$ cat config.mk
export PLATFORM = sky130hd
export DESIGN_NAME = ebpc_top
export DESIGN_NICKNAME = d
export VERILOG_FILES = /design/src/design/ebpc_pkg.sv /design/src/design/ebpc_top.sv
export SDC_FILE = /design/constraint.sdc
export NUM_CORES = 1
export LEC_CHECK = 0
export BUFFER_PORTS_ARGS = -buffer_cell sky130_fd_sc_hd__buf_2
export CAP_MARGIN = 30
export CORE_MARGIN = 2
export CORE_UTILIZATION = 54
export DETAILED_ROUTE_END_ITERATION = 12
export GPL_TIMING_DRIVEN = 0
export PLACE_DENSITY = 0.94
export SYNTH_ARGS = -nofsm -noshare
export SYNTH_HDL_FRONTEND = slang
export SYNTH_SLANG_ARGS = --single-unit
$ cat constraint.sdc
create_clock -name CLK_SYS_I -period 7 [get_ports CLK_SYS_I]
set_input_delay 0.7 -clock CLK_SYS_I [delete_from_list [all_inputs] [get_ports CLK_SYS_I]]
set_output_delay 0.7 -clock CLK_SYS_I [all_outputs]
set_load 0.02 [all_outputs]
$ cat src/design/ebpc_pkg.sv
// Purpose: shared constants and types of the external bus and port control block
// Assumes: 32-bit classic wishbone, register index times four is the byte address
// Notes: function-select reset values depend on the operating mode
package ebpc_pkg;
  localparam int unsigned IDX_W = 4;
  localparam logic [IDX_W-1:0] IDX_PORT_A_DATA = 4'h0;
  localparam logic [IDX_W-1:0] IDX_PORT_B_DATA = 4'h1;
  localparam logic [IDX_W-1:0] IDX_PORT_A_DIRECTION = 4'h2;
  localparam logic [IDX_W-1:0] IDX_PORT_B_DIRECTION = 4'h3;
  localparam logic [IDX_W-1:0] IDX_PORT_E_DATA = 4'h8;
  localparam logic [IDX_W-1:0] IDX_PORT_E_DIRECTION = 4'h9;
  localparam logic [IDX_W-1:0] IDX_PORT_E_FUNCTION_SELECT = 4'ha;
  localparam logic [IDX_W-1:0] IDX_PULLUP_CONTROL = 4'he;
  localparam logic [IDX_W-1:0] IDX_MODE_STATUS = 4'hf;
  localparam int unsigned IDX_LSB = 2;
  localparam logic [7:0] PORT_RESET = 8'h00;
  // pins 7,3,2,1,0 carry the shared pull-up
  localparam logic [7:0] PULLUP_PIN_MASK = 8'h8f;
  // interrupt inputs can never drive
  localparam logic [7:0] PE_INPUT_ONLY_MASK = 8'h03;

  typedef enum logic [2:0] {
    EBPC_NORMAL_SINGLE,
    EBPC_SPECIAL_SINGLE,
    EBPC_NORMAL_NARROW,
    EBPC_NORMAL_WIDE,
    EBPC_SPECIAL_NARROW,
    EBPC_SPECIAL_WIDE,
    EBPC_PERIPHERAL
  } ebpc_mode_t;

  typedef struct packed {
    logic no_data_enable_bit;
    logic clockgen_test_enable;
    logic pipe_output_enable;
    logic no_bus_e_clock_output;
    logic low_strobe_enable;
    logic rw_pin_enable;
    logic calibration_ref_enable;
    logic pe7_enable_select;
  } ebpc_port_e_function_select_t;

  typedef struct packed {
    logic byte_strobe_n;
    logic address_bit_zero;
    logic rw;
  } ebpc_busctl_t;

  localparam logic [7:0] PORT_E_FUNCTION_SELECT_RST_NORMAL_EXP = 8'h00;
  localparam logic [7:0] PORT_E_FUNCTION_SELECT_RST_SPECIAL = 8'h2c;
  localparam logic [7:0] PORT_E_FUNCTION_SELECT_RST_PERIPHERAL = 8'hd0;
  localparam logic [7:0] PORT_E_FUNCTION_SELECT_RST_NORMAL_SINGLE = 8'h90;
endpackage

$ cat src/design/ebpc_top.sv
// Purpose: external bus control encoding, port A/B/E pin steering and their registers
// Assumes: mode and emulate flag are straps, taken at the first edge after reset release
// Notes: registers removed from the map answer zero and, below index 0xe, pulse EXT_ACCESS_O instead
// Operation
// RULE1: byte access: strobe/a0 per even or odd
// RULE2: aligned word: strobe and a0 both low
// RULE3: strobe and a0 high only ram swap
// RULE4: swap puts addressed byte on low half
// RULE5: peripheral mode removes first sixteen registers
// RULE6: expanded/peripheral: port A, B registers external
// RULE7: emulate flag or peripheral: port E external; code ignores the flag in single chip modes, port E stays on chip
// RULE8: port A carries high address/data, narrow low data
// RULE9: port B carries low address, data unless narrow
// RULE10: direction 0 input, 1 output
// RULE11: single chip: ports A, B general I/O
// RULE12: port E bits 1..0 input only, readable
// RULE13: one bit enables pull-ups on input pins
// RULE14: alternate function overrides port E direction
// RULE15: normal single chip: port E all I/O
// RULE16: normal expanded: only data enable, E clock
// RULE17: special expanded: six bus-control functions on
// RULE18: peripheral: select register ignored, test bit one
// RULE19: no-data-enable bit picks bit 7 function
// RULE20: no-data-enable write once or skip first
// RULE21: test bit drives bit 6, pipe overrides
// RULE22: test bit never in normal, skip first
// RULE23: first-write flag per register, cleared by reset
//
// Our own choice: the Wishbone interface to the registers.
`timescale 1ns/1ps
`default_nettype none
module ebpc_top (
  input wire logic CLK_SYS_I,
  input wire logic RST_I,
  input wire logic CYC_I,
  input wire logic STB_I,
  input wire logic WE_I,
  input wire logic [7:0] ADR_I,
  input wire logic [3:0] SEL_I,
  input wire logic [31:0] DAT_I,
  output logic [31:0] DAT_O,
  output logic ACK_O,
  output logic EXT_ACCESS_O,
  input wire logic [2:0] MODE_I,
  input wire logic EMULATE_PORT_E_FLAG_I,
  input wire logic CPU_REQ_I,
  input wire logic [15:0] CPU_ADDR_I,
  input wire logic CPU_WE_I,
  input wire logic CPU_WIDE_I,
  input wire logic CPU_RAM_I,
  input wire logic [15:0] CPU_WDATA_I,
  input wire logic ADDR_PHASE_I,
  input wire logic BUS_E_CLOCK_I,
  input wire logic DATA_BUS_ENABLE_I,
  input wire logic QUEUE_STATUS_HI_I,
  input wire logic QUEUE_STATUS_LO_I,
  input wire logic CLOCKGEN_TEST_I,
  input wire logic CALIBRATION_I,
  input wire logic [7:0] PA_I,
  output logic [7:0] PA_O,
  output logic [7:0] PA_OE_O,
  input wire logic [7:0] PB_I,
  output logic [7:0] PB_O,
  output logic [7:0] PB_OE_O,
  input wire logic [7:0] PE_I,
  output logic [7:0] PE_O,
  output logic [7:0] PE_OE_O,
  output logic [7:0] PULLUP_O
);
  logic loaded;
  ebpc_pkg::ebpc_mode_t mode;
  logic emulate;
  logic [7:0] port_a_data, port_b_data, port_a_direction, port_b_direction;
  logic [7:0] port_e_data, port_e_direction;
  ebpc_pkg::ebpc_port_e_function_select_t port_e_function_select;
  logic port_e_function_select_written;
  logic pullup_enable;
  logic single, expanded, special, narrow, periph, normal_narrow;
  logic ab_on_chip, e_on_chip;
  logic [ebpc_pkg::IDX_W-1:0] idx;
  logic hit_range, mapped, req, wr_now;
  logic [7:0] rd_byte;
  logic [15:0] lanes;
  ebpc_pkg::ebpc_busctl_t next_busctl;
  ebpc_pkg::ebpc_busctl_t busctl;
  logic [7:0] next_pe_o, next_pe_oe;
  logic [7:0] next_pa_o, next_pa_oe, next_pb_o, next_pb_oe;
  ebpc_pkg::ebpc_port_e_function_select_t port_e_function_select_reset;

  always_comb begin
    single = (mode == ebpc_pkg::EBPC_NORMAL_SINGLE) || (mode == ebpc_pkg::EBPC_SPECIAL_SINGLE);
    periph = (mode == ebpc_pkg::EBPC_PERIPHERAL);
    expanded = !single && !periph;
    special = (mode == ebpc_pkg::EBPC_SPECIAL_SINGLE) || (mode == ebpc_pkg::EBPC_SPECIAL_NARROW)
      || (mode == ebpc_pkg::EBPC_SPECIAL_WIDE);
    narrow = (mode == ebpc_pkg::EBPC_NORMAL_NARROW) || (mode == ebpc_pkg::EBPC_SPECIAL_NARROW);
    normal_narrow = (mode == ebpc_pkg::EBPC_NORMAL_NARROW);
    ab_on_chip = single; // [RULE6] [RULE11]
    e_on_chip = single || (expanded && !emulate); // [RULE7]
  end

  // mode straps are sampled after release so the reset itself stays constant
  always_comb begin
    case (ebpc_pkg::ebpc_mode_t'(MODE_I))
      ebpc_pkg::EBPC_NORMAL_SINGLE: port_e_function_select_reset = ebpc_pkg::PORT_E_FUNCTION_SELECT_RST_NORMAL_SINGLE; // [RULE15]
      ebpc_pkg::EBPC_NORMAL_NARROW, ebpc_pkg::EBPC_NORMAL_WIDE:
        port_e_function_select_reset = ebpc_pkg::PORT_E_FUNCTION_SELECT_RST_NORMAL_EXP; // [RULE16]
      ebpc_pkg::EBPC_PERIPHERAL: port_e_function_select_reset = ebpc_pkg::PORT_E_FUNCTION_SELECT_RST_PERIPHERAL; // [RULE18]
      default: port_e_function_select_reset = ebpc_pkg::PORT_E_FUNCTION_SELECT_RST_SPECIAL; // [RULE17]
    endcase
  end

  always_ff @(posedge CLK_SYS_I or posedge RST_I) begin
    if (RST_I) begin
      loaded <= 1'b0;
      mode <= ebpc_pkg::EBPC_NORMAL_SINGLE;
      emulate <= 1'b0;
    end else if (!loaded) begin
      loaded <= 1'b1;
      mode <= ebpc_pkg::ebpc_mode_t'(MODE_I);
      emulate <= EMULATE_PORT_E_FLAG_I;
    end
  end

  // wishbone slave: one wait state, ack for one cycle, write at the ack edge
  always_comb begin
    idx = ADR_I[ebpc_pkg::IDX_LSB +: ebpc_pkg::IDX_W];
    hit_range = (ADR_I[7:6] == 2'b00) && (ADR_I[1:0] == 2'b00);
    req = CYC_I && STB_I && loaded;
    case (idx)
      ebpc_pkg::IDX_PORT_A_DATA, ebpc_pkg::IDX_PORT_B_DATA,
      ebpc_pkg::IDX_PORT_A_DIRECTION, ebpc_pkg::IDX_PORT_B_DIRECTION: mapped = ab_on_chip;
      ebpc_pkg::IDX_PORT_E_DATA, ebpc_pkg::IDX_PORT_E_DIRECTION: mapped = e_on_chip;
      ebpc_pkg::IDX_PORT_E_FUNCTION_SELECT, ebpc_pkg::IDX_PULLUP_CONTROL,
      ebpc_pkg::IDX_MODE_STATUS: mapped = 1'b1;
      default: mapped = 1'b0;
    endcase
    mapped = mapped && hit_range && !periph; // [RULE5] [RULE18]
    wr_now = req && ACK_O && WE_I && SEL_I[0] && mapped;
    case (idx)
      ebpc_pkg::IDX_PORT_A_DATA: rd_byte = (port_a_data & port_a_direction) | (PA_I & ~port_a_direction);
      ebpc_pkg::IDX_PORT_B_DATA: rd_byte = (port_b_data & port_b_direction) | (PB_I & ~port_b_direction);
      ebpc_pkg::IDX_PORT_A_DIRECTION: rd_byte = port_a_direction;
      ebpc_pkg::IDX_PORT_B_DIRECTION: rd_byte = port_b_direction;
      ebpc_pkg::IDX_PORT_E_DATA: rd_byte = (port_e_data & port_e_direction) | (PE_I & ~port_e_direction); // [RULE12]
      ebpc_pkg::IDX_PORT_E_DIRECTION: rd_byte = port_e_direction;
      ebpc_pkg::IDX_PORT_E_FUNCTION_SELECT: rd_byte = port_e_function_select;
      ebpc_pkg::IDX_PULLUP_CONTROL: rd_byte = {7'h00, pullup_enable};
      ebpc_pkg::IDX_MODE_STATUS: rd_byte = {3'h0, emulate, port_e_function_select_written, mode};
      default: rd_byte = 8'h00;
    endcase
  end

  always_ff @(posedge CLK_SYS_I or posedge RST_I) begin
    if (RST_I) begin
      ACK_O <= 1'b0;
      DAT_O <= 32'h0000_0000;
      EXT_ACCESS_O <= 1'b0;
    end else begin
      ACK_O <= req && !ACK_O;
      DAT_O <= (req && !ACK_O && !WE_I && mapped) ? {24'h00_0000, rd_byte} : 32'h0000_0000;
      // any off-map index below the pull-up control index is handed to the external bus, unmapped ones too
      EXT_ACCESS_O <= req && !ACK_O && hit_range && !mapped && (idx < ebpc_pkg::IDX_PULLUP_CONTROL); // [RULE6]
    end
  end

  // plain port registers, writable any time while on chip
  always_ff @(posedge CLK_SYS_I or posedge RST_I) begin
    if (RST_I) begin
      port_a_data <= ebpc_pkg::PORT_RESET;
      port_b_data <= ebpc_pkg::PORT_RESET;
      port_a_direction <= ebpc_pkg::PORT_RESET;
      port_b_direction <= ebpc_pkg::PORT_RESET;
      port_e_data <= ebpc_pkg::PORT_RESET;
      port_e_direction <= ebpc_pkg::PORT_RESET;
      pullup_enable <= 1'b0;
    end else if (wr_now) begin
      case (idx)
        ebpc_pkg::IDX_PORT_A_DATA: port_a_data <= DAT_I[7:0]; // [RULE11]
        ebpc_pkg::IDX_PORT_B_DATA: port_b_data <= DAT_I[7:0];
        ebpc_pkg::IDX_PORT_A_DIRECTION: port_a_direction <= DAT_I[7:0];
        ebpc_pkg::IDX_PORT_B_DIRECTION: port_b_direction <= DAT_I[7:0];
        ebpc_pkg::IDX_PORT_E_DATA: port_e_data <= DAT_I[7:0];
        ebpc_pkg::IDX_PORT_E_DIRECTION: port_e_direction <= DAT_I[7:0] & ~ebpc_pkg::PE_INPUT_ONLY_MASK; // [RULE12]
        ebpc_pkg::IDX_PULLUP_CONTROL: pullup_enable <= DAT_I[0];
        default: ;
      endcase
    end
  end

  // function select: bit 1 takes every write, bits 7,5,3,2,0 once in normal modes, skip the first in special; bit 6 special only, bit 4 single chip only
  always_ff @(posedge CLK_SYS_I or posedge RST_I) begin
    if (RST_I) begin
      port_e_function_select <= '0;
      port_e_function_select_written <= 1'b0; // [RULE23]
    end else if (!loaded) begin
      port_e_function_select <= port_e_function_select_reset;
    end else if (wr_now && idx == ebpc_pkg::IDX_PORT_E_FUNCTION_SELECT) begin
      port_e_function_select_written <= 1'b1; // [RULE23]
      port_e_function_select.calibration_ref_enable <= DAT_I[1];
      if (special ? port_e_function_select_written : !port_e_function_select_written) begin
        port_e_function_select.no_data_enable_bit <= DAT_I[7]; // [RULE20]
        port_e_function_select.pipe_output_enable <= DAT_I[5];
        port_e_function_select.low_strobe_enable <= DAT_I[3];
        port_e_function_select.rw_pin_enable <= DAT_I[2];
        port_e_function_select.pe7_enable_select <= DAT_I[0];
      end
      if (special && port_e_function_select_written) begin
        port_e_function_select.clockgen_test_enable <= DAT_I[6]; // [RULE22]
      end
      if ((mode == ebpc_pkg::EBPC_NORMAL_SINGLE && !port_e_function_select_written) || mode == ebpc_pkg::EBPC_SPECIAL_SINGLE) begin
        port_e_function_select.no_bus_e_clock_output <= DAT_I[4];
      end
    end
  end

  // external access encoding
  always_comb begin
    next_busctl.address_bit_zero = CPU_ADDR_I[0];
    next_busctl.rw = !CPU_WE_I; // [RULE1]
    if (CPU_WIDE_I && !CPU_ADDR_I[0]) begin
      next_busctl.byte_strobe_n = 1'b0; // [RULE2]
    end else if (CPU_WIDE_I && CPU_RAM_I) begin
      next_busctl.byte_strobe_n = 1'b1; // [RULE3]
    end else begin
      next_busctl.byte_strobe_n = !CPU_ADDR_I[0]; // [RULE1]
    end
    // big-endian word: the addressed byte normally rides the high half
    if (next_busctl.byte_strobe_n && next_busctl.address_bit_zero) begin
      lanes = {CPU_WDATA_I[7:0], CPU_WDATA_I[15:8]}; // [RULE4]
    end else begin
      lanes = CPU_WDATA_I;
    end
  end

  always_ff @(posedge CLK_SYS_I or posedge RST_I) begin
    if (RST_I) begin
      busctl <= '{byte_strobe_n: 1'b1, address_bit_zero: 1'b0, rw: 1'b1};
    end else if (CPU_REQ_I && expanded) begin
      busctl <= next_busctl;
    end
  end

  // pin steering
  always_comb begin
    if (expanded || periph) begin
      next_pa_o = ADDR_PHASE_I ? CPU_ADDR_I[15:8] : ((narrow && CPU_ADDR_I[0]) ? lanes[7:0] : lanes[15:8]); // [RULE8]
      next_pa_oe = {8{ADDR_PHASE_I || CPU_WE_I}};
      next_pb_o = (ADDR_PHASE_I || narrow) ? CPU_ADDR_I[7:0] : lanes[7:0]; // [RULE9]
      next_pb_oe = {8{ADDR_PHASE_I || narrow || CPU_WE_I}};
    end else begin
      next_pa_o = port_a_data;
      next_pa_oe = port_a_direction; // [RULE10]
      next_pb_o = port_b_data;
      next_pb_oe = port_b_direction;
    end
    next_pe_o = port_e_data;
    next_pe_oe = port_e_direction & ~ebpc_pkg::PE_INPUT_ONLY_MASK; // [RULE10] [RULE12]
    if (expanded && !port_e_function_select.no_data_enable_bit) begin
      next_pe_o[7] = port_e_function_select.pe7_enable_select ? !BUS_E_CLOCK_I : DATA_BUS_ENABLE_I; // [RULE19] [RULE14]
      next_pe_oe[7] = 1'b1;
    end else if (port_e_function_select.calibration_ref_enable) begin
      next_pe_o[7] = CALIBRATION_I; // [RULE19]
      next_pe_oe[7] = 1'b1;
    end
    if (expanded && port_e_function_select.pipe_output_enable) begin
      next_pe_o[6:5] = {QUEUE_STATUS_HI_I, QUEUE_STATUS_LO_I}; // [RULE21]
      next_pe_oe[6:5] = 2'b11;
    end else if (port_e_function_select.clockgen_test_enable && !single && mode != ebpc_pkg::EBPC_NORMAL_NARROW
        && mode != ebpc_pkg::EBPC_NORMAL_WIDE) begin
      next_pe_o[6] = CLOCKGEN_TEST_I; // [RULE21]
      next_pe_oe[6] = 1'b1;
    end
    if (!port_e_function_select.no_bus_e_clock_output) begin
      next_pe_o[4] = BUS_E_CLOCK_I; // [RULE14]
      next_pe_oe[4] = !periph;
    end
    if (port_e_function_select.low_strobe_enable && !single && !normal_narrow) begin
      next_pe_o[3] = busctl.byte_strobe_n; // [RULE14]
      next_pe_oe[3] = 1'b1;
    end
    if (port_e_function_select.rw_pin_enable && !single) begin
      next_pe_o[2] = busctl.rw; // [RULE14]
      next_pe_oe[2] = 1'b1;
    end
  end

  always_ff @(posedge CLK_SYS_I or posedge RST_I) begin
    if (RST_I) begin
      PA_O <= 8'h00;
      PA_OE_O <= 8'h00;
      PB_O <= 8'h00;
      PB_OE_O <= 8'h00;
      PE_O <= 8'h00;
      PE_OE_O <= 8'h00;
      PULLUP_O <= 8'h00;
    end else begin
      PA_O <= next_pa_o;
      PA_OE_O <= next_pa_oe;
      PB_O <= next_pb_o;
      PB_OE_O <= next_pb_oe;
      PE_O <= next_pe_o;
      PE_OE_O <= next_pe_oe;
      PULLUP_O <= {8{pullup_enable}} & ebpc_pkg::PULLUP_PIN_MASK & ~next_pe_oe; // [RULE13]
    end
  end
endmodule
`default_nettype wire

==> results.md, run 1 <==
* Fraction of final layout cells with drive strength greater than 1 at 38.9%
* Asr flop ratio synth at 100%
* Placeable core area at 10,800 um^2
* Final period util at 36.2%
* DRT Wirelength at 18.2 mm
* Vias at 5,248
* Most common cell after layout, fill and taps aside: sky130_fd_sc_hd__buf_2
* Post-Route Utilization at 70.8%
* Drt first pass iters at 5
* Ports at 210
* Total grt overflow at 0
* Cell type with the highest aggregate area in the netlist: sky130_fd_sc_hd__dfrtp_1
* Cell-by-cell trace of the critical path: buf_2, nor2_2, a311o_1, nand4_1, o21ai_0, a2bb2oi_1
* Port Buffers at 152
* Buffers from clock root to sink, at most at 2
* Starting DRT DRC Count at 457
* DRC errors left at 0
* Summed negative setup slack over all endpoints at 0 ns
* Commonest cells after routing, fill and taps aside: 161 x sky130_fd_sc_hd__buf_2, 121 x sky130_fd_sc_hd__dfrtp_1, 56 x sky130_fd_sc_hd__mux2_2
* Data required, critical path at 7.45 ns
* Area after detailed placement at 7090 um^2
* Master cell of the clock root buffer: sky130_fd_sc_hd__clkbuf_8
* Type of element launching the critical path: flip-flop
* Setup skew after layout at 0.00838 ns
* Proportion of netlist area held by the largest area contributor at 50.5%
* IR drop worst, VDD at 139 uV
* Status: complete, no violations
* Slowest stage cell, crit path: sky130_fd_sc_hd__o21ai_0
* Final nets at 864
* Cts hold-fix bufs at 0
* Count of yosys warnings during synthesis at 0
* Count of inserted antenna diode cells at 0
* Max-cap violations at 0
* Number of hold violations in the final report at 0
* Area of the multi-input gates at 2640 um^2
* Number of antenna violations at the first check in global routing at 0
* Post-route cell area at 7670 um^2
* Sinks on Clock Net at 123
* HP Class: primary input to asynchronous set/reset pin
* Ratio of total power to cell area at 253 nW/um^2
* Row count at 38
* Die area at 12,000 um^2
* Final Max Tran Viols at 0
* Max Fanout on Critical Path at 10
* Minimum clock period at 2.53 ns
* Max frequency at 0.395 GHz
* H-tree levels at 4
* Worst-case register-to-register setup slack at 4.47 ns
* Critical path class: flip-flop to flip-flop
* Biggest cell delay along the critical path at 0.57 ns
* Endpoint type of the worst setup path: flip-flop
* Placed wire-length estimate at 13.2 mm
* Data arrival at the endpoint of the critical path at 2.98 ns
* Initial core utilization at 55.4%
* Cells after Synth at 542
* Post-Synthesis Mean Instance Area at 11.1 um^2
* Count of final setup violators at 0
* Height of the chip at 109 um
* Clk slew on worst S/H paths at 0.06 ns
* Number of global-route vias before repair at 5,158
* Fill cell count at 811
* TritonCTS clock tree: yes
* Unrepaired setup endpoints after global routing: false
* Minimum hold slack at 0.161 ns
* Primary FF master, synth: sky130_fd_sc_hd__dfrtp_1
* Leakage Power at 3.89 nW
* Layout overhead on the synthesized area at 27.9%
* Slew at the pin closest to its max-slew limit at 0.722 ns
* Via count normalized by instance count at 5.86
* Wire length of the first global-routing pass at 27.2 mm
* Post-CTS setup buffers at 0
* Headroom to the max-slew limit at 51.7%
* Post-synthesis instance area at 6000 um^2
* CTS buffer count at 17
* Count of flip-flops with a built-in enable after synthesis at 0
* Number of nets with antenna violations after detailed routing at 0
* Insertion delay to the later sink of the worst-skew pair at 0.53 ns
* Number of storage elements in the synthesis netlist at 123
* Sequential fraction of the synthesis area at 51.3%
* DIE WIDTH at 109 um
* Largest net degree at the start of global routing at 88
* Synth cell types at 65
* Number of gates given a new drive strength after cts at 0
* Total routing resource utilization after global routing at 31.3%
* Final weighted congestion of routability-driven global placement at 0.928
* Dominant cells by area after synthesis: sky130_fd_sc_hd__dfrtp_1 50%, sky130_fd_sc_hd__mux2_2 11%, sky130_fd_sc_hd__buf_4 3.8%
* Seq. cell area at 3080 um^2
* Mean routed wirelength per cell at 20.3 um
layout make-up:
class / instances / share of cell area (%)
Timing Repair Buffer: 154 / 10.4
Inverter: 16 / 0.848
Buffer: 54 / 4.26
Multi-Input combinational cell: 377 / 34.4
Clock buffer: 25 / 6.18
Sequential cell: 123 / 40.1
Tap cell: 140 / 2.28
Clock inverter: 7 / 1.48
layer usage:
metal | routed length [um] | vias to the layer above | share of wire [%] | global-route usage (%)
li1 | - | 2322 | - | -
met1 | 6750 | 2542 | 37 | 39.1
met2 | 8770 | 329 | 48 | 50.8
met3 | 1950 | 55 | 11 | 7.82
met4 | 681 | 0 | 3.8 | 15.0
met5 | 0 | - | 0 | 0
logic make-up (layout without fill, tap and decap cells):
family,count (synthesis),after routing,synth area share [%]
compound gates,152,152,17.2
flops,123,123,51.3
simple gates,116,116,10.5
mux,76,76,13.9
buf+inv,70,256,6.44
other cells,2,30,0.125
xor+xnor,2,2,0.292
fa+ha+maj,1,1,0.208
synthesized netlist by cell type (3+ instances only):
| cell type | count |
|---|---|
| sky130_fd_sc_hd__nand2_2 | 4 |
| sky130_fd_sc_hd__o31ai_1 | 4 |
| sky130_fd_sc_hd__a22oi_1 | 6 |
| sky130_fd_sc_hd__clkbuf_1 | 14 |
| sky130_fd_sc_hd__mux2_1 | 3 |
| sky130_fd_sc_hd__buf_2 | 9 |
| sky130_fd_sc_hd__nor2_1 | 28 |
| sky130_fd_sc_hd__a21o_1 | 23 |
| sky130_fd_sc_hd__nand2_1 | 36 |
| sky130_fd_sc_hd__o221ai_1 | 3 |
| sky130_fd_sc_hd__o21ai_0 | 38 |
| sky130_fd_sc_hd__inv_1 | 16 |
| sky130_fd_sc_hd__buf_4 | 30 |
| sky130_fd_sc_hd__a21oi_1 | 29 |
| sky130_fd_sc_hd__a2bb2oi_1 | 4 |
| sky130_fd_sc_hd__a311oi_1 | 11 |
| sky130_fd_sc_hd__mux2i_1 | 17 |
| sky130_fd_sc_hd__nor2b_1 | 5 |
| sky130_fd_sc_hd__nand2b_1 | 8 |
| sky130_fd_sc_hd__nand3b_1 | 4 |
| sky130_fd_sc_hd__mux2_2 | 56 |
| sky130_fd_sc_hd__a32oi_1 | 5 |
| sky130_fd_sc_hd__dfrtp_1 | 121 |
| sky130_fd_sc_hd__nand3_1 | 8 |
| sky130_fd_sc_hd__a21boi_0 | 8 |
per-stage QoR:
stage	cells	setup WS, ns	total power, mW
after floorplan	570	3.03	0.961
after global placement	862	1.95	1.07
after detailed placement	864	4.15	1.08
after CTS	896	4.54	1.95
after global routing	896	4.29	2.00
final	896	4.47	1.94
worst paths after layout:
check | from | end | depth (start not counted)
worst max register to register | mode[2] | port_e_function_select[2] | 6
worst min register to register | port_e_data[1] | PE_O[1] | 0
min in group CLK_SYS_I | CPU_WE_I | busctl[0] | 2
worst min-delay path | RST_I | PA_OE_O[7] | 2
worst max-delay path | mode[2] | port_e_function_select[2] | 6
max in group asynchronous | RST_I | busctl[0] | 3
power breakdown:
| group | leakage, nW | switching (mW) | total [mW] | internal [mW] |
|---|---|---|---|---|
| registers | 1.60 | 0.0172 | 0.772 | 0.754 |
| logic | 2.00 | 0.193 | 0.298 | 0.105 |
| clock network | 0.290 | 0.302 | 0.871 | 0.570 |
critical path: cells and delay by family, from the launching register on:
kind            cells  cell delay (ns)
buf+inv             1             0.20
flops               1             0.36
compound gates      3             1.01
simple gates        2             0.89
(Power assumes the default switching activity.)
==> inputs of run 2 (changes only) <==
--- a/config.mk
+++ b/config.mk
@@ -8,10 +8,10 @@
 export BUFFER_PORTS_ARGS = -buffer_cell sky130_fd_sc_hd__buf_2
 export CAP_MARGIN = 30
 export CORE_MARGIN = 2
-export CORE_UTILIZATION = 54
+export CORE_UTILIZATION = 50
 export DETAILED_ROUTE_END_ITERATION = 12
 export GPL_TIMING_DRIVEN = 0
-export PLACE_DENSITY = 0.94
+export PLACE_DENSITY = 0.89
 export SYNTH_ARGS = -nofsm -noshare
 export SYNTH_HDL_FRONTEND = slang
 export SYNTH_SLANG_ARGS = --single-unit
==> constraint.sdc (replaced) <==
create_clock -name CLK_SYS_I -period 2.6 [get_ports CLK_SYS_I]
set_input_delay 0.26 -clock CLK_SYS_I [delete_from_list [all_inputs] [get_ports CLK_SYS_I]]
set_output_delay 0.26 -clock CLK_SYS_I [all_outputs]
set_load 0.02 [all_outputs]
==> results.md, run 2 (synthesis gave the netlist of run 1 again) <==
* Status: complete, no violations (unchanged)
* DRC errors left at 0 (unchanged)
* Master cell of the clock root buffer: sky130_fd_sc_hd__clkbuf_16 (was sky130_fd_sc_hd__clkbuf_8)
* Number of buffer and inverter instances along the worst setup path at 1 (unchanged)
* Port Buffers at 152 (unchanged)
* Via count normalized by instance count at 5.73 (was 5.86)
* Critical path class: flip-flop to flip-flop (unchanged)
* Place WS at 0.190 ns (was 4.15 ns)
* Final weighted congestion of routability-driven global placement at 0.966 (was 0.928)
* Type of element launching the critical path: flip-flop (unchanged)
* Insertion delay to the later sink of the worst-skew pair at 0.42 ns (was 0.53 ns)
* Headroom to the max-slew limit at 43.8% (was 51.7%)
* Height of the chip at 114 um (was 109 um)
* Ratio of total power to cell area at 697 nW/um^2 (was 253 nW/um^2)
* Slowest stage cell, crit path: sky130_fd_sc_hd__nor2_2 (was sky130_fd_sc_hd__o21ai_0)
* DRT Wirelength at 17.7 mm (was 18.2 mm)
* Wire length of the first global-routing pass at 27.1 mm (was 27.2 mm)
* Number of global-route vias before repair at 5,033 (was 5,158)
* Die area at 12,900 um^2 (was 12,000 um^2)
* Vias at 5,176 (was 5,248)
* Endpoint type of the worst setup path: flip-flop (unchanged)
* Buffers from clock root to sink, at most at 2 (unchanged)
* Sinks on Clock Net at 123 (unchanged)
* Clk slew on worst S/H paths at 0.06 ns (about the same)
* H-tree levels at 4 (unchanged)
* Fraction of final layout cells with drive strength greater than 1 at 39.5% (was 38.9%)
* Data arrival at the endpoint of the critical path at 2.77 ns (was 2.98 ns)
* Crit. path cell count at 6 (unchanged)
* Worst reg-to-reg path cell count at 6 (unchanged)
* Drt first pass iters at 5 (unchanged)
* Data required, critical path at 2.90 ns (was 7.45 ns)
* Initial core utilization at 50.6% (was 55.4%)
* TritonCTS clock tree: yes (unchanged)
* CTS buffer count at 17 (unchanged)
* Number of nets with antenna violations after detailed routing at 0 (unchanged)
* Mean routed wirelength per cell at 19.6 um (was 20.3 um)
* Max Fanout on Critical Path at 10 (unchanged)
* Final period util at 95.0% (was 36.2%)
* Commonest cells after routing, fill and taps aside: 161 x sky130_fd_sc_hd__buf_2, 121 x sky130_fd_sc_hd__dfrtp_1, 56 x sky130_fd_sc_hd__mux2_2 (unchanged)
* Number of antenna violations at the first check in global routing at 0 (unchanged)
* Leakage Power at 3.89 nW (about the same)
* Cts hold-fix bufs at 0 (unchanged)
* Dpl cells at 872 (was 864)
* Total grt overflow at 0 (unchanged)
* Number of hold violations in the final report at 0 (unchanged)
* IR drop worst, VDD at 378 uV (was 139 uV)
* Total routing resource utilization after global routing at 28.2% (was 31.3%)
* Most common cell after layout, fill and taps aside: sky130_fd_sc_hd__buf_2 (unchanged)
* Cell-by-cell trace of the critical path: buf_2, nor2_2, a311oi_1, nor3_4, nand4_4, mux2_1 (was buf_2, nor2_2, a311o_1, nand4_1, o21ai_0, a2bb2oi_1)
* Slew at the pin closest to its max-slew limit at 0.842 ns (was 0.722 ns)
* Fin worst setup slack at 0.129 ns (was 4.47 ns)
* Row count at 40 (was 38)
* Number of gates given a new drive strength after cts at 0 (unchanged)
* Summed negative setup slack over all endpoints at 0 ns (unchanged)
* Non-Filler Instances at 904 (was 896)
* Count of final setup violators at 0 (unchanged)
* Count of inserted antenna diode cells at 0 (unchanged)
* Minimum clock period at 2.47 ns (was 2.53 ns)
* Post-CTS setup buffers at 0 (unchanged)
* Max-cap violations at 0 (unchanged)
* Final Max Tran Viols at 0 (unchanged)
* Largest net degree at the start of global routing at 46 (was 88)
* HP Class: primary input to asynchronous set/reset pin (unchanged)
* Max frequency at 0.405 GHz (was 0.395 GHz)
* Top delay family on crit path: simple AND/OR/NAND/NOR gates (was compound AO/OA/AOI/OAI gates)
* Ports at 210 (unchanged)
* Final nets at 865 (was 864)
* Starting DRT DRC Count at 535 (was 457)
* Biggest cell delay along the critical path at 0.49 ns (was 0.57 ns)
* DIE WIDTH at 114 um (was 109 um)
* Setup skew after layout at 0.00935 ns (was 0.00838 ns)
* Placeable core area at 11,900 um^2 (was 10,800 um^2)
* Post-Route Utilization at 65.3% (was 70.8%)
* Worst-case register-to-register setup slack at 0.13 ns (was 4.47 ns)
* Placed wire-length estimate at 13.1 mm (was 13.2 mm)
* Unrepaired setup endpoints after global routing: false (unchanged)
* Layout overhead on the synthesized area at 29.0% (was 27.9%)
* Minimum hold slack at 0.00739 ns (was 0.161 ns)
## run 2: area by class of cell
type	instances	area (um^2)
Clock inverter	13	191
Tap cell	147	184
Clock buffer	19	443
Buffer	54	327
Sequential cell	123	3080
Fill cell	950	4120
Timing Repair Buffer	155	812
Inverter	16	63.8
Multi-Input combinational cell	377	2640
## run 2: final timing paths
check,startpoint,end
setup reg to reg,mode[2],port_b_direction[4]
hold / removal,RST_I,PB_OE_O[6]
min in group CLK_SYS_I,CPU_WE_I,busctl[0]
setup / recovery,mode[2],port_b_direction[4]
max in group asynchronous,RST_I,busctl[0]
hold reg to reg,port_e_data[0],PE_O[0]
## run 2: layer usage
metal	wire, um	GRT usage [%]	vias to the layer above
li1	-	-	2326
met1	7020	36.7	2482
met2	8510	45.7	330
met3	1770	7.81	38
met4	442	9.51	0
met5	0	0	-
## run 2: worst reg2reg max path, stage by stage, from the launching register on
cell and delay (ns):
sky130_fd_sc_hd__dfrtp_1 0.35, sky130_fd_sc_hd__buf_2 0.19, sky130_fd_sc_hd__nor2_2 0.49, sky130_fd_sc_hd__a311oi_1 0.20, sky130_fd_sc_hd__nor3_4 0.42, sky130_fd_sc_hd__nand4_4 0.29, sky130_fd_sc_hd__mux2_1 0.41
## run 2: where the power goes
group | internal, mW | switching [mW] | leakage (nW)
logic | 0.285 | 0.512 | 2.00
registers | 2.03 | 0.0443 | 1.60
clock network | 1.63 | 0.889 | 0.288
## run 2: per-stage QoR
stage	power [mW]	area, um^2
CTS	5.41	7740
global route	5.58	7740
finish	5.40	7740
detailed placement	2.90	7110
global placement	2.88	7050
floorplan	2.59	6110
==> inputs of run 3 (changes only) <==
--- a/config.mk
+++ b/config.mk
@@ -5,7 +5,7 @@
 export SDC_FILE = /design/constraint.sdc
 export NUM_CORES = 1
 export LEC_CHECK = 0
-export BUFFER_PORTS_ARGS = -buffer_cell sky130_fd_sc_hd__buf_2
+export BUFFER_PORTS_ARGS = -buffer_cell sky130_fd_sc_hd__buf_4
 export CAP_MARGIN = 30
 export CORE_MARGIN = 2
 export CORE_UTILIZATION = 50
==> results.md, run 3 (synthesis gave the netlist of run 1 again) <==
* Slew at the pin closest to its max-slew limit at 0.832 ns (was 0.842 ns)
* Count of inserted antenna diode cells at 0 (unchanged)
* Port Buffers at 152 (unchanged)
* Wire length of the first global-routing pass at 27.9 mm (was 27.1 mm)
* Max frequency at 0.427 GHz (was 0.405 GHz)
* DRC errors left at 0 (unchanged)
* Comb power frac at 16.5% (was 14.8%)
* Cts hold-fix bufs at 0 (unchanged)
* Switching share of total power at 25.8% (was 26.8%)
* Worst reg-to-reg path cell count at 5 (was 6)
* Part of the power in the clock network at 44.9% (was 46.8%)
* Final Total Pwr at 5.40 mW (about the same)
* Post-CTS setup buffers at 0 (unchanged)
* HP Class: primary input to asynchronous set/reset pin (unchanged)
* DRT Wirelength at 18.3 mm (was 17.7 mm)
* Die area at 12,900 um^2 (unchanged)
* Type of element launching the critical path: flip-flop (unchanged)
* Final nets at 865 (unchanged)
* Data arrival at the endpoint of the critical path at 2.64 ns (was 2.77 ns)
* Summed negative setup slack over all endpoints at 0 ns (unchanged)
* Insertion delay to the later sink of the worst-skew pair at 0.42 ns (about the same)
* Violated checks: hold timing
* Commonest cells after routing, fill and taps aside: 182 x sky130_fd_sc_hd__buf_4, 121 x sky130_fd_sc_hd__dfrtp_1, 56 x sky130_fd_sc_hd__mux2_2 (was 161 x sky130_fd_sc_hd__buf_2, 121 x sky130_fd_sc_hd__dfrtp_1, 56 x sky130_fd_sc_hd__mux2_2)
* Worst-case register-to-register setup slack at 0.26 ns (was 0.13 ns)
* Fraction of final layout cells with drive strength greater than 1 at 39.1% (was 39.5%)
* Number of nets with antenna violations after detailed routing at 0 (unchanged)
* Post-Route Utilization at 68.2% (was 65.3%)
* Total routing resource utilization after global routing at 29.0% (was 28.2%)
* Via count normalized by instance count at 5.68 (was 5.73)
* Minimum clock period at 2.34 ns (was 2.47 ns)
* DIE WIDTH at 114 um (unchanged)
* NetSw at 1.39 mW (was 1.45 mW)
* CTS buffer count at 17 (unchanged)
* Max-cap violations at 0 (unchanged)
* Buffers from clock root to sink, at most at 2 (unchanged)
* Post-route cell area at 8090 um^2 (was 7740 um^2)
* H-tree levels at 4 (unchanged)
* Endpoint type of the worst setup path: flip-flop (unchanged)
* Headroom to the max-slew limit at 44.4% (was 43.8%)
* Dpl cells at 872 (unchanged)
* Master cell of the clock root buffer: sky130_fd_sc_hd__clkbuf_16 (unchanged)
* Final weighted congestion of routability-driven global placement at 0.936 (was 0.966)
* Non-Filler Instances at 904 (unchanged)
* IR drop worst, VDD at 311 uV (was 378 uV)
* FF-to-FF End: port_b_direction[0] (was port_b_direction[4])
* Total grt overflow at 0 (unchanged)
* Number of antenna violations at the first check in global routing at 0 (unchanged)
* Data required, critical path at 2.90 ns (about the same)
* Ratio of total power to cell area at 668 nW/um^2 (was 697 nW/um^2)
* Most common cell after layout, fill and taps aside: sky130_fd_sc_hd__buf_4 (was sky130_fd_sc_hd__buf_2)
* Ports at 210 (unchanged)
* Height of the chip at 114 um (unchanged)
* FF-to-FF Start: mode[0] (was mode[2])
* Starting DRT DRC Count at 493 (was 535)
* Layout overhead on the synthesized area at 34.9% (was 29.0%)
* Placed wire-length estimate at 13.7 mm (was 13.1 mm)
* Clk slew on worst S/H paths at 0.06 ns (about the same)
* Mean routed wirelength per cell at 20.2 um (was 19.6 um)
* Number of hold violations in the final report at 2 (was 0)
* Placeable core area at 11,900 um^2 (unchanged)
* Setup skew after layout at 0.00890 ns (was 0.00935 ns)
* Leakage Power at 4.01 nW (was 3.89 nW)
* Part of the total power dissipated in sequential elements at 38.6% (was 38.5%)
* Max Fanout on Critical Path at 8 (was 10)
* Number of global-route vias before repair at 5,103 (was 5,033)
* Largest net degree at the start of global routing at 47 (was 46)
* Critical path class: flip-flop to flip-flop (unchanged)
* Int Pwr at 4.01 mW (was 3.95 mW)
* Vias at 5,135 (was 5,176)
* Final period util at 90.1% (was 95.0%)
* Area after detailed placement at 7480 um^2 (was 7110 um^2)
* Drt first pass iters at 5 (unchanged)
* Final Max Tran Viols at 0 (unchanged)
* Row count at 40 (unchanged)
* Status: complete, but fails checks (was complete, no violations)
* TritonCTS clock tree: yes (unchanged)
* Minimum hold slack at -0.000712 ns (was 0.00739 ns)
* Unrepaired setup endpoints after global routing: false (unchanged)
* Count of final setup violators at 0 (unchanged)
* Sinks on Clock Net at 123 (unchanged)
* Initial core utilization at 50.6% (unchanged)
## run 3: per-stage QoR
stage | setup WS (ns) | hold WS, ns
after CTS | 0.0948 | 0.0116
after detailed placement | 0.127 | 0.368
final | 0.259 | -0.000712
after global routing | 0.0775 | 0.0341
after floorplan | 0.671 | 0.335
after global placement | -0.0173 | 0.355
## run 3: worst max-delay path by stage
stage	from	to	slack, ns
floorplan	ADR_I[5]	port_b_data[0]	0.67
global placement	ADR_I[3]	DAT_O[3]	-0.02
detailed placement	mode[2]	port_b_direction[4]	0.13
CTS	mode[2]	port_b_direction[0]	0.09
global route	mode[0]	port_b_direction[0]	0.08
finish	mode[0]	port_b_direction[0]	0.26
## run 3: power by group through the flow
stage / Clock (mW) / Combinational, mW / Sequential, mW
after global routing: 2.56 / 0.951 / 2.09
after floorplan: 0 / 0.369 / 2.22
after detailed placement: 0 / 0.878 / 2.12
final: 2.43 / 0.889 / 2.09
after global placement: 0 / 0.860 / 2.11
after CTS: 2.46 / 0.884 / 2.09
## run 3: what timing repair did
action / in CTS / in global routing
hold endpoints to repair: 0 / 0
endpoints found under the setup margin: 0 / 41
resized for setup: 0 / 2
## run 3: layer usage
layer	global-route usage, %	wire (um)
met5	0	0
met4	10.8	492
met3	8.29	1730
met2	45.4	8610
met1	38.7	7420
## run 3: critical path, stage by stage, from the launching register on
cell                        delay [ns]
sky130_fd_sc_hd__dfrtp_1          0.54
sky130_fd_sc_hd__nand3b_1         0.22
sky130_fd_sc_hd__o2111ai_1        0.25
sky130_fd_sc_hd__nor3_4           0.53
sky130_fd_sc_hd__nand4_4          0.29
sky130_fd_sc_hd__mux2_1           0.39
## run 3: area by class of cell
class,count,area (um^2)
Clock buffer,25,495
Inverter,16,63.8
Buffer,54,327
Clock inverter,7,113
Tap cell,147,184
Multi-Input combinational cell,377,2640
Timing Repair Buffer,155,1190
Fill cell,878,3770
Sequential cell,123,3080
